### src/verilog/mio_defines.svh
// register offsets, field positions, reset values and timing counts of the mixed io channel block
`ifndef MIO_DEFINES_SVH
`define MIO_DEFINES_SVH
// ==========================================================================
// register offsets (byte addresses on the register port)
`define MIO_ADDR_INPUT_STATE_LOW 14'h0000
`define MIO_ADDR_INPUT_STATE_HIGH 14'h0001
`define MIO_ADDR_OUTPUT_DRIVE_LOW 14'h0002
`define MIO_ADDR_OUTPUT_DRIVE_HIGH 14'h0003
`define MIO_ADDR_COUNT_VALUE_ONE 14'h0004
`define MIO_ADDR_COUNT_VALUE_TWO 14'h0006
`define MIO_ADDR_DIRECTION_MASK_LOW 14'h0010
`define MIO_ADDR_DIRECTION_MASK_HIGH 14'h0011
`define MIO_ADDR_DEBOUNCE_SETTING 14'h0012
`define MIO_ADDR_COUNTER_ONE_SETUP 14'h0014
`define MIO_ADDR_COUNTER_TWO_SETUP 14'h0016
`define MIO_ADDR_EDGE_CAPTURE_LOW 14'h001a
`define MIO_ADDR_EDGE_CAPTURE_HIGH 14'h001b
`define MIO_ADDR_EDGE_CLEAR_LOW 14'h001c
`define MIO_ADDR_EDGE_CLEAR_HIGH 14'h001d
`define MIO_ADDR_OUTPUT_FAULT_LOW 14'h001e
`define MIO_ADDR_OUTPUT_FAULT_HIGH 14'h001f
`define MIO_ADDR_MODULE_IDENTITY 14'h2000
`define MIO_ADDR_SUPPLY_LIMITS_FLAGS 14'h2004
`define MIO_ADDR_INPUT_SUPPLY_LEVEL 14'h2010
`define MIO_ADDR_OUTPUT_SUPPLY_LEVEL 14'h2012
`define MIO_ADDR_SERIAL_NUMBER 14'h2020
`define MIO_ADDR_HARDWARE_VERSION 14'h2024
// ==========================================================================
// reset values
`define MIO_RESET_CONFIG 8'h00
// ==========================================================================
// counter setup fields
`define MIO_TB_LSB 0
`define MIO_TB_MSB 2
`define MIO_CLEAR_BIT 5
`define MIO_MODE_LSB 6
`define MIO_MODE_MSB 7
`define MIO_TB_48MHZ 3'h0
`define MIO_TB_3MHZ 3'h1
`define MIO_TB_187K 3'h2
`define MIO_MODE_EVENT 2'h0
`define MIO_MODE_GATE 2'h1
// ==========================================================================
// timing
`define MIO_CLK_HZ 100000000
`define MIO_FILTER_UNIT_US 100
`define MIO_SAMPLE_US 200
`define MIO_SAMPLE_CYCLES ((`MIO_CLK_HZ / 1000000) * `MIO_SAMPLE_US)
`define MIO_FILTER_MAX 8'hfa
`define MIO_OUTPUT_MON_MS 10
`define MIO_OUTPUT_MON_CYCLES ((`MIO_CLK_HZ / 1000) * `MIO_OUTPUT_MON_MS)
`define MIO_TB_48MHZ_HZ 48000000
`define MIO_TB_3MHZ_HZ 3000000
`define MIO_TB_187K_HZ 187500
// phase step of a 32 bit accumulator: rate * 2^32 / clock
`define MIO_STEP(hz) ((64'(hz) << 32) / 64'(`MIO_CLK_HZ))
`endif

### src/verilog/mio_pkg.sv
// types shared by the mixed io channel block
package mio_pkg;
  // ========================================================================
  // function model selected by the controller
  typedef enum logic [7:0] {
    MIO_MODEL_COUNTER = 8'h01,
    MIO_MODEL_STANDARD = 8'h02,
    MIO_MODEL_FIELDBUS = 8'hfe
  } mio_model_t;
  // register port request
  typedef struct packed {
    logic rd;
    logic wr;
    logic wide;
    logic [13:0] addr;
    logic [15:0] wdata;
  } mio_req_t;
  // counter setup register fields
  typedef struct packed {
    logic [1:0] mode;
    logic clear;
    logic [1:0] rsvd;
    logic [2:0] timebase;
  } mio_cnt_setup_t;
endpackage

### src/verilog/mio_channel_regs.sv
// register file, input filter, edge latches, output monitor and counters of sixteen io channels
`include "mio_defines.svh"
module mio_channel_regs #(
  parameter logic [15:0] MODULE_ID = 16'h0a5c, // arbitrary value
  parameter logic [31:0] SERIAL_NUMBER = 32'h0000_0001, // arbitrary value
  parameter logic [15:0] HARDWARE_VERSION = 16'h0001, // arbitrary value
  parameter int SAMPLE_CYCLES = `MIO_SAMPLE_CYCLES,
  parameter int MON_CYCLES = `MIO_OUTPUT_MON_CYCLES
) (
  input wire logic clock,
  input wire logic reset,
  input wire mio_pkg::mio_model_t model,
  input wire mio_pkg::mio_req_t req,
  output logic [15:0] rdata,
  output logic rvalid,
  output logic err,
  output logic [1:0] logical_slots,
  input wire logic [15:0] pin_in,
  input wire logic [15:0] pin_sense,
  output logic [15:0] pin_out,
  output logic [15:0] pin_oe,
  input wire logic [7:0] supply_flags_in,
  input wire logic [7:0] input_supply_in,
  input wire logic [7:0] output_supply_in
);
  // ========================================================================
  // helpers
  function automatic logic [15:0] sync_take(input logic [15:0] old_v, input logic [15:0] b,
                                            input logic [15:0] c);
    sync_take = (b == c) ? c : old_v; // change counts once stages two and three agree
  endfunction
  function automatic logic [31:0] tb_step(input logic [2:0] code);
    case (code)
      `MIO_TB_48MHZ: tb_step = 32'(`MIO_STEP(`MIO_TB_48MHZ_HZ));
      `MIO_TB_3MHZ: tb_step = 32'(`MIO_STEP(`MIO_TB_3MHZ_HZ));
      `MIO_TB_187K: tb_step = 32'(`MIO_STEP(`MIO_TB_187K_HZ));
      default: tb_step = 32'h0; // reserved codes: gate clock stands still
    endcase
  endfunction
  // ========================================================================
  // registers
  logic [15:0] direction;
  logic [7:0] debounce_setting;
  logic [7:0] counter_one_setup;
  logic [7:0] counter_two_setup;
  logic [15:0] output_drive;
  logic [15:0] edge_clear;
  logic [15:0] edge_capture;
  logic [15:0] output_fault;
  logic [15:0] in_s1, in_s2, in_s3, in_sync;
  logic [15:0] sense_s1, sense_s2, sense_s3, sense_sync;
  logic [15:0] sampled, filtered, filtered_d;
  logic [15:0] count_value_one, count_value_two;
  logic [15:0] sample_cnt;
  logic sample_tick;
  logic [7:0] eff_filter;
  logic [7:0] stable_cnt [16];
  logic [23:0] mon_cnt [16];
  logic [31:0] gate_acc;
  logic gate_tick;
  logic gate_run;
  logic [15:0] gate_time;
  mio_pkg::mio_cnt_setup_t setup_one, setup_two;
  logic wr_lo, wr_hi, wide_fb;

  assign setup_one = mio_pkg::mio_cnt_setup_t'(counter_one_setup);
  assign setup_two = mio_pkg::mio_cnt_setup_t'(counter_two_setup);
  assign wide_fb = req.wide && (model == mio_pkg::MIO_MODEL_FIELDBUS);
  assign wr_lo = req.wr;
  assign wr_hi = req.wr && wide_fb;
  // ========================================================================
  // configuration writes; in fieldbus model the high byte of a 16-bit write lands at addr+1
  always_ff @(posedge clock or posedge reset) begin
    if (reset) begin
      direction <= 16'h0000;
      debounce_setting <= `MIO_RESET_CONFIG;
    end else if (wr_lo) begin
      if (req.addr == `MIO_ADDR_DIRECTION_MASK_LOW) begin
        direction[7:0] <= req.wdata[7:0];
        if (wr_hi) begin
          direction[15:8] <= req.wdata[15:8];
        end
      end else if (req.addr == `MIO_ADDR_DIRECTION_MASK_HIGH) begin
        direction[15:8] <= req.wdata[7:0];
      end else if (req.addr == `MIO_ADDR_DEBOUNCE_SETTING) begin
        debounce_setting <= req.wdata[7:0];
      end
    end
  end
  // counter setup registers; the clear bit acts on the write and is not held
  always_ff @(posedge clock or posedge reset) begin
    if (reset) begin
      counter_one_setup <= `MIO_RESET_CONFIG;
      counter_two_setup <= `MIO_RESET_CONFIG;
    end else if (wr_lo && req.addr == `MIO_ADDR_COUNTER_ONE_SETUP) begin
      counter_one_setup <= req.wdata[7:0] & ~(8'h01 << `MIO_CLEAR_BIT);
    end else if (wr_lo && req.addr == `MIO_ADDR_COUNTER_TWO_SETUP) begin
      counter_two_setup <= req.wdata[7:0] & ~(8'h01 << `MIO_CLEAR_BIT);
    end
  end
  // output switching state and edge acknowledge words
  always_ff @(posedge clock or posedge reset) begin
    if (reset) begin
      output_drive <= 16'h0000;
      edge_clear <= 16'h0000;
    end else if (wr_lo) begin
      if (req.addr == `MIO_ADDR_OUTPUT_DRIVE_LOW) begin
        output_drive[7:0] <= req.wdata[7:0];
        if (wr_hi) begin
          output_drive[15:8] <= req.wdata[15:8];
        end
      end else if (req.addr == `MIO_ADDR_OUTPUT_DRIVE_HIGH) begin
        output_drive[15:8] <= req.wdata[7:0];
      end else if (req.addr == `MIO_ADDR_EDGE_CLEAR_LOW) begin
        edge_clear[7:0] <= req.wdata[7:0];
      end else if (req.addr == `MIO_ADDR_EDGE_CLEAR_HIGH) begin
        edge_clear[15:8] <= req.wdata[7:0];
      end
    end
  end
  // ========================================================================
  // pin synchronisers, three stages each
  always_ff @(posedge clock or posedge reset) begin
    if (reset) begin
      in_s1 <= 16'h0000;
      in_s2 <= 16'h0000;
      in_s3 <= 16'h0000;
      in_sync <= 16'h0000;
      sense_s1 <= 16'h0000;
      sense_s2 <= 16'h0000;
      sense_s3 <= 16'h0000;
      sense_sync <= 16'h0000;
    end else begin
      in_s1 <= pin_in;
      in_s2 <= in_s1;
      in_s3 <= in_s2;
      in_sync <= sync_take(in_sync, in_s2, in_s3);
      sense_s1 <= pin_sense;
      sense_s2 <= sense_s1;
      sense_s3 <= sense_s2;
      sense_sync <= sync_take(sense_sync, sense_s2, sense_s3);
    end
  end
  // ========================================================================
  // 200 us sampling tick
  always_ff @(posedge clock or posedge reset) begin
    if (reset) begin
      sample_cnt <= 16'h0000;
      sample_tick <= 1'b0;
    end else begin
      sample_tick <= (sample_cnt == 16'(SAMPLE_CYCLES - 1));
      sample_cnt <= (sample_cnt == 16'(SAMPLE_CYCLES - 1)) ? 16'h0000 : sample_cnt + 16'h0001;
    end
  end
  // clamp and halve: one sample covers two filter units
  assign eff_filter = ((debounce_setting > `MIO_FILTER_MAX) ? `MIO_FILTER_MAX
                       : debounce_setting) >> 1;
  // per-channel debounce: a new level is taken once stable for the delay
  always_ff @(posedge clock or posedge reset) begin
    if (reset) begin
      sampled <= 16'h0000;
      filtered <= 16'h0000;
      for (int i = 0; i < 16; i++) begin
        stable_cnt[i] <= 8'h00;
      end
    end else if (sample_tick) begin
      sampled <= in_sync;
      for (int i = 0; i < 16; i++) begin
        if (direction[i] || eff_filter == 8'h00) begin
          filtered[i] <= in_sync[i]; // outputs and filter 0 pass unfiltered
          stable_cnt[i] <= 8'h00;
        end else if (in_sync[i] != sampled[i]) begin
          stable_cnt[i] <= 8'h00; // glitch restarts the delay
        end else if (in_sync[i] == filtered[i]) begin
          stable_cnt[i] <= 8'h00;
        end else if (stable_cnt[i] + 8'h01 >= eff_filter) begin
          filtered[i] <= in_sync[i];
          stable_cnt[i] <= 8'h00;
        end else begin
          stable_cnt[i] <= stable_cnt[i] + 8'h01;
        end
      end
    end
  end
  // ========================================================================
  // rising-edge latches, acknowledge dominates and holds clear
  always_ff @(posedge clock or posedge reset) begin
    if (reset) begin
      filtered_d <= 16'h0000;
      edge_capture <= 16'h0000;
    end else begin
      filtered_d <= filtered;
      edge_capture <= ~edge_clear & (edge_capture | (filtered & ~filtered_d));
    end
  end
  // ========================================================================
  // output monitor: mismatch of sense against target for the delay raises a fault
  always_ff @(posedge clock or posedge reset) begin
    if (reset) begin
      output_fault <= 16'h0000;
      for (int i = 0; i < 16; i++) begin
        mon_cnt[i] <= 24'h000000;
      end
    end else begin
      for (int i = 0; i < 16; i++) begin
        if (!direction[i] || sense_sync[i] == output_drive[i]) begin
          mon_cnt[i] <= 24'h000000; // inputs unmonitored
          if (!direction[i]) begin
            output_fault[i] <= 1'b0;
          end
        end else if (mon_cnt[i] == 24'(MON_CYCLES - 1)) begin
          output_fault[i] <= 1'b1;
        end else begin
          mon_cnt[i] <= mon_cnt[i] + 24'h000001;
        end
        if (output_drive[i] != pin_out[i]) begin
          output_fault[i] <= 1'b0; // a change of target clears the fault flag; the mismatch count is kept
        end
      end
    end
  end
  // pin drivers
  always_ff @(posedge clock or posedge reset) begin
    if (reset) begin
      pin_out <= 16'h0000;
      pin_oe <= 16'h0000;
    end else begin
      pin_out <= output_drive & direction;
      pin_oe <= direction;
    end
  end
  // ========================================================================
  // gate timebase by phase accumulator
  always_ff @(posedge clock or posedge reset) begin
    if (reset) begin
      gate_acc <= 32'h0;
      gate_tick <= 1'b0;
    end else begin
      {gate_tick, gate_acc} <= {1'b0, gate_acc} + {1'b0, tb_step(setup_one.timebase)};
    end
  end
  // counter one: falling edges on input 1 or gate time on input 2
  always_ff @(posedge clock or posedge reset) begin
    if (reset) begin
      count_value_one <= 16'h0000;
      gate_time <= 16'h0000;
      gate_run <= 1'b0;
    end else if (wr_lo && req.addr == `MIO_ADDR_COUNTER_ONE_SETUP
                 && req.wdata[`MIO_CLEAR_BIT]) begin
      count_value_one <= 16'h0000;
      gate_time <= 16'h0000;
      gate_run <= 1'b0;
    end else if (setup_one.mode == `MIO_MODE_GATE) begin
      if (in_sync[1] && !gate_run) begin
        gate_run <= 1'b1;
        gate_time <= 16'h0000;
      end else if (gate_run && !in_sync[1]) begin
        gate_run <= 1'b0;
        count_value_one <= gate_time; // result taken at the falling edge
      end else if (gate_run && gate_tick && gate_time != 16'hffff) begin
        gate_time <= gate_time + 16'h0001; // saturates at overflow
      end
    end else if (setup_one.mode == `MIO_MODE_EVENT && filtered_d[0] && !filtered[0]) begin
      count_value_one <= count_value_one + 16'h0001;
    end
  end
  // counter two: falling edges on input 3
  always_ff @(posedge clock or posedge reset) begin
    if (reset) begin
      count_value_two <= 16'h0000;
    end else if (wr_lo && req.addr == `MIO_ADDR_COUNTER_TWO_SETUP
                 && req.wdata[`MIO_CLEAR_BIT]) begin
      count_value_two <= 16'h0000;
    end else if (setup_two.mode == `MIO_MODE_EVENT && filtered_d[2] && !filtered[2]) begin
      count_value_two <= count_value_two + 16'h0001;
    end
  end
  // ========================================================================
  // read port: one cycle after rd, input state and output fault as 16-bit words on wide reads in fieldbus model
  always_ff @(posedge clock or posedge reset) begin
    if (reset) begin
      rdata <= 16'h0000;
      rvalid <= 1'b0;
      err <= 1'b0;
      logical_slots <= 2'h0;
    end else begin
      logical_slots <= (model == mio_pkg::MIO_MODEL_FIELDBUS) ? 2'h2 : 2'h1;
      rvalid <= req.rd;
      err <= 1'b0;
      rdata <= 16'h0000;
      if (req.rd) begin
        if (req.addr == `MIO_ADDR_INPUT_STATE_LOW) begin
          rdata <= wide_fb ? filtered : {8'h00, filtered[7:0]};
        end else if (req.addr == `MIO_ADDR_INPUT_STATE_HIGH) begin
          rdata <= {8'h00, filtered[15:8]};
        end else if (req.addr == `MIO_ADDR_COUNT_VALUE_ONE) begin
          rdata <= count_value_one;
        end else if (req.addr == `MIO_ADDR_COUNT_VALUE_TWO) begin
          rdata <= count_value_two;
        end else if (req.addr == `MIO_ADDR_EDGE_CAPTURE_LOW) begin
          rdata <= {8'h00, edge_capture[7:0]};
        end else if (req.addr == `MIO_ADDR_EDGE_CAPTURE_HIGH) begin
          rdata <= {8'h00, edge_capture[15:8]};
        end else if (req.addr == `MIO_ADDR_OUTPUT_FAULT_LOW) begin
          rdata <= wide_fb ? output_fault : {8'h00, output_fault[7:0]};
        end else if (req.addr == `MIO_ADDR_OUTPUT_FAULT_HIGH) begin
          rdata <= {8'h00, output_fault[15:8]};
        end else if (req.addr == `MIO_ADDR_MODULE_IDENTITY) begin
          rdata <= MODULE_ID;
        end else if (req.addr == `MIO_ADDR_SUPPLY_LIMITS_FLAGS) begin
          rdata <= {8'h00, supply_flags_in};
        end else if (req.addr == `MIO_ADDR_INPUT_SUPPLY_LEVEL) begin
          rdata <= {8'h00, input_supply_in};
        end else if (req.addr == `MIO_ADDR_OUTPUT_SUPPLY_LEVEL) begin
          rdata <= {8'h00, output_supply_in};
        end else if (req.addr == `MIO_ADDR_SERIAL_NUMBER) begin
          rdata <= SERIAL_NUMBER[15:0];
        end else if (req.addr == `MIO_ADDR_SERIAL_NUMBER + 14'h0002) begin
          rdata <= SERIAL_NUMBER[31:16];
        end else if (req.addr == `MIO_ADDR_HARDWARE_VERSION) begin
          rdata <= HARDWARE_VERSION;
        end else begin
          err <= 1'b1; // write-only or unmapped reads answer zero with err
        end
      end
    end
  end
endmodule

### config.mk
export PLATFORM = sky130hd
export DESIGN_NAME = mio_channel_regs
export DESIGN_NICKNAME = d
export VERILOG_FILES = /design/src/verilog/mio_pkg.sv /design/src/verilog/mio_channel_regs.sv
export VERILOG_INCLUDE_DIRS = /design/src /design/src/verilog
export SDC_FILE = /design/constraint.sdc
export NUM_CORES = 2
export LEC_CHECK = 0
export ABC_AREA = 1
export BUFFER_PORTS_ARGS = -buffer_cell sky130_fd_sc_hd__clkbuf_2
export CORE_UTILIZATION = 50
export CTS_CLUSTER_DIAMETER = 200
export CTS_CLUSTER_SIZE = 28
export DETAILED_ROUTE_END_ITERATION = 10
export GPL_TIMING_DRIVEN = 0
export MAX_ROUTING_LAYER = met4
export PLACE_DENSITY = 0.65
export SKIP_LAST_GASP = 1
export SLEW_MARGIN = 30
export SYNTH_ARGS = -nofsm -noshare
export SYNTH_HDL_FRONTEND = slang
export SYNTH_SLANG_ARGS = --single-unit
### constraint.sdc
create_clock -name clock -period 36.3 [get_ports clock]
set_clock_uncertainty 0.2 [all_clocks]
set_input_delay 5.445 -clock clock [delete_from_list [all_inputs] [get_ports clock]]
set_output_delay 5.445 -clock clock [all_outputs]
set_load 0.02 [all_outputs]
==> run_results.csv <==
group,metric,value,unit
sta,tightest_slew,0.873,ns
critical_path,worst_setup_path_start_kind,"input pin",
sta,setup_viol,0,
power_and_ir_drop,p_leak,0.0248,µW
floorplanning,fp.dieArea,0.100,mm²
critical_path,required,36.58,ns
floorplanning,die_w,316,µm
placement,portBuffers,150,
critical_path,critPathKind,"input pin to flip-flop",
clock_network,post_cts_buffers,0,
final_layout,max_flop_register,"mon_cnt",
clock_network,cts_tree,"done",
clock_network,cts-root-buf,"clkbuf_16",
critical_path,crit_chain,"clkbuf_2, nor2_1, nand2_1, nor2_2, nand3_1, nor2_1, nor2_1, nand3_1, nand2_1, nand2_1, nand2_1, nand2_1, a21oi_1, nor2_1",
logic_synthesis,synth.avg_cell_area,8.12,µm²
clock_network,clockBufferDepth,3,
logic_synthesis,synthTopCellsByArea,"dfrtp_1 47%, nand2_1 8.3%, inv_1 6.9%",
sta,hold_viol,0,
detailed_routing,drc,0,
sta,worst_slack,28.68,ns
logic_synthesis,syn_area,0.0494,mm²
sta,period_needed,7.62,ns
critical_path,worst-path-buf-inv,1,
final_layout,layout-drive-gt1-share,5.45,%
floorplanning,ios,151,
clock_network,worstSkewPairLatency,0.66,ns
detailed_routing,via_per_inst,5.47,
floorplanning,core_area,0.0973,mm²
grt,grtUsageTotal,26.3,%
placement,place_ws,28.05,ns
run,cap_violations,0,
critical_path,slowest_stage,"nand3_1",
power_and_ir_drop,power_density,33.8,mW/mm²
grt,grt_overflow_total,0,
floorplanning,fp.dieH,316,µm
critical_path,cp_common_cell,"nand2_1",
sta,finalCritPeriodShare,21.0,%
sta,max_freq,131,MHz
clock_network,cts_hold_buf,0,
final_layout,final_common_cell,"nand2_1",
outcome,status,"finished, final reports clean",
placement,gp_congestion,0.968,
logic_synthesis,ys.flop_type,"dfrtp_1",
grt,grt_max_degree,92,
clock_network,cts-buffers-inserted,39,
final_layout,largest_reg_flops,384,
detailed_routing,routed_wl,126,mm
logic_synthesis,seq_area_frac_synth,47.3,%
critical_path,arrival,7.90,ns
final_layout,nets,6566,
grt,grt_pass1_vias,39100,
critical_path,cpPeakStageDelay,0.45,ns
critical_path,cp_max_fo,9,
final_layout,final_cell_mix,"1088 x nand2_1, 934 x dfrtp_1, 902 x inv_1",
floorplanning,start_util,50.8,%
sta,slew_headroom,41.3,%
clock_network,cts-resized-gates,0,
clock_network,path_clk_slew,0.12,ns
logic_synthesis,synth_cell_types,66,
floorplanning,rows,114,
grt,grt_pass1_wl,206,mm
grt,grt_antenna_before_repair,5,
final_layout,reg_top3,"mon_cnt x384, stable_cnt x128, gate_acc x32",
detailed_routing,first_pass_iters,6,
sta,rsz0062_at_grt,"false",
power_and_ir_drop,peakVddDrop,0.0376,mV
critical_path,end_kind,"flip-flop",
critical_path,crit_family,"simple AND/OR/NAND/NOR gates",
logic_synthesis,ys_ff_latch,934,
detailed_routing,final_antenna_net_count,0,
clock_network,clock-sinks,934,
logic_synthesis,synth_top_area_share,47.3,%
logic_synthesis,netlist_instances,6086,
final_layout,postLayoutCoreUtil,54.7,%
final_layout,nFillCells,9114,
sta,fin_setup_tns,0,ns
logic_synthesis,synth_largest_area_cell,"dfrtp_1",
detailed_routing,drt_first_iter_violations,3568,
logic_synthesis,async_flop_share,100,%
clock_network,ctsHtreeMaxLevel,2,
logic_synthesis,yosys_warnings,0,
hold_path,hold_class,"flip-flop to flip-flop",
sta,drv_slew,0,
logic_synthesis,synth_edf_count,0,
logic_synthesis,syn-num-nets,6364,
detailed_routing,routedWlPerCell,16.7,µm
detailed_routing,num_vias,41400,
final_layout,area_delta_synth_final,7.58,%
placement,hpwl,94.4,mm
==> per-stage QoR <==
stage / instances / total power (µW) / hold slack, ns / cell area [µm²]
final: 7574 / 1800 / 0.156 / 53200
after global routing: 7571 / 1880 / 0.163 / 53200
after CTS: 7566 / 1820 / 0.159 / 53100
after detailed placement: 7523 / 1280 / 0.135 / 52100
after global placement: 7512 / 1280 / 0.134 / 51800
after floorplan: 6086 / 1230 / 0.131 / 49400
==> metal layers <==
layer  track usage [%]  vias to the layer above  share of wire, %
li1                  -                    20600                 -
met1              37.0                    19700                47
met2              41.1                      984                46
met3              2.83                      137               5.3
met4              5.54                        0               2.1
met5                 -                        -                 0
==> report_power, final <==
part	total [µW]	switching, µW	internal, µW
Sequential	1080	11.5	1060
Combinational	185	120	65.0
Clock	537	337	200
Total	1800	469	1330
==> logic make-up after synthesis <==
kind of cell	share of synthesized area, %
AOI/OAI and AO/OA	11.8
xor gates and xnor gates	4.01
adders and majority gates	4.55
buffers and inverters	7.83
DFF	47.3
muxes	0.273
and+or+nand+nor	24.2
==> cells in the mapped netlist, types with 6 or more instances <==
cell type / instances
o21ai_0: 454
inv_2: 13
or2_2: 19
o21ai_1: 15
buf_2: 13
nor3b_1: 17
a31oi_1: 45
a21oi_1: 337
o31ai_1: 11
nor4_1: 132
and3_1: 18
ha_1: 178
xor2_1: 184
nor2_2: 17
nand3_1: 354
mux2_2: 12
nor3_2: 14
o2111ai_1: 6
a211oi_1: 30
nand3_2: 9
nor2_1: 604
o221ai_1: 6
xnor2_1: 42
o211ai_1: 29
dfrtp_1: 934
clkinv_1: 6
clkbuf_1: 73
o22ai_1: 68
nand4_1: 143
nand3b_1: 16
nor3_1: 191
o21a_1: 17
a21boi_0: 11
nor4_2: 7
nand2_1: 1090
inv_1: 908
==> path summary, 6_finish.rpt <==
kind                                                 start  slack [ns]                          to  cells after the start
max in group asynchronous                            reset       29.21    mon_cnt[172]$_DFFE_PP0P_                      6
min in group asynchronous                            reset        4.59       gate_acc[5]$_DFF_PP0_                      2
setup reg to reg           debounce_setting[3]$_DFFE_PP0P_       32.39  stable_cnt[88]$_DFFE_PP0P_                     12
setup / recovery                                   req[27]       28.68          rdata[4]$_DFF_PP0_                     14
hold reg to reg                         in_s1[3]$_DFF_PP0_        0.16          in_s2[3]$_DFF_PP0_                      0
hold / removal                          in_s1[3]$_DFF_PP0_        0.16          in_s2[3]$_DFF_PP0_                      0
==> final cells by class <==
class                   count  area (µm²)  share of cell area (%)
flip-flops and latches    934       23400                    44.0
multi-input cells        4131       22200                    41.8
inverters                 928        3490                    6.57
well taps                1276        1600                    3.00
repair buffers            161        1050                    1.98
clock buffers              39         976                    1.84
plain buffers              93         384                   0.723
clock inverters             4        68.8                   0.129
diodes                      8        20.0                  0.0377
Power figures use the tool's default switching activity.
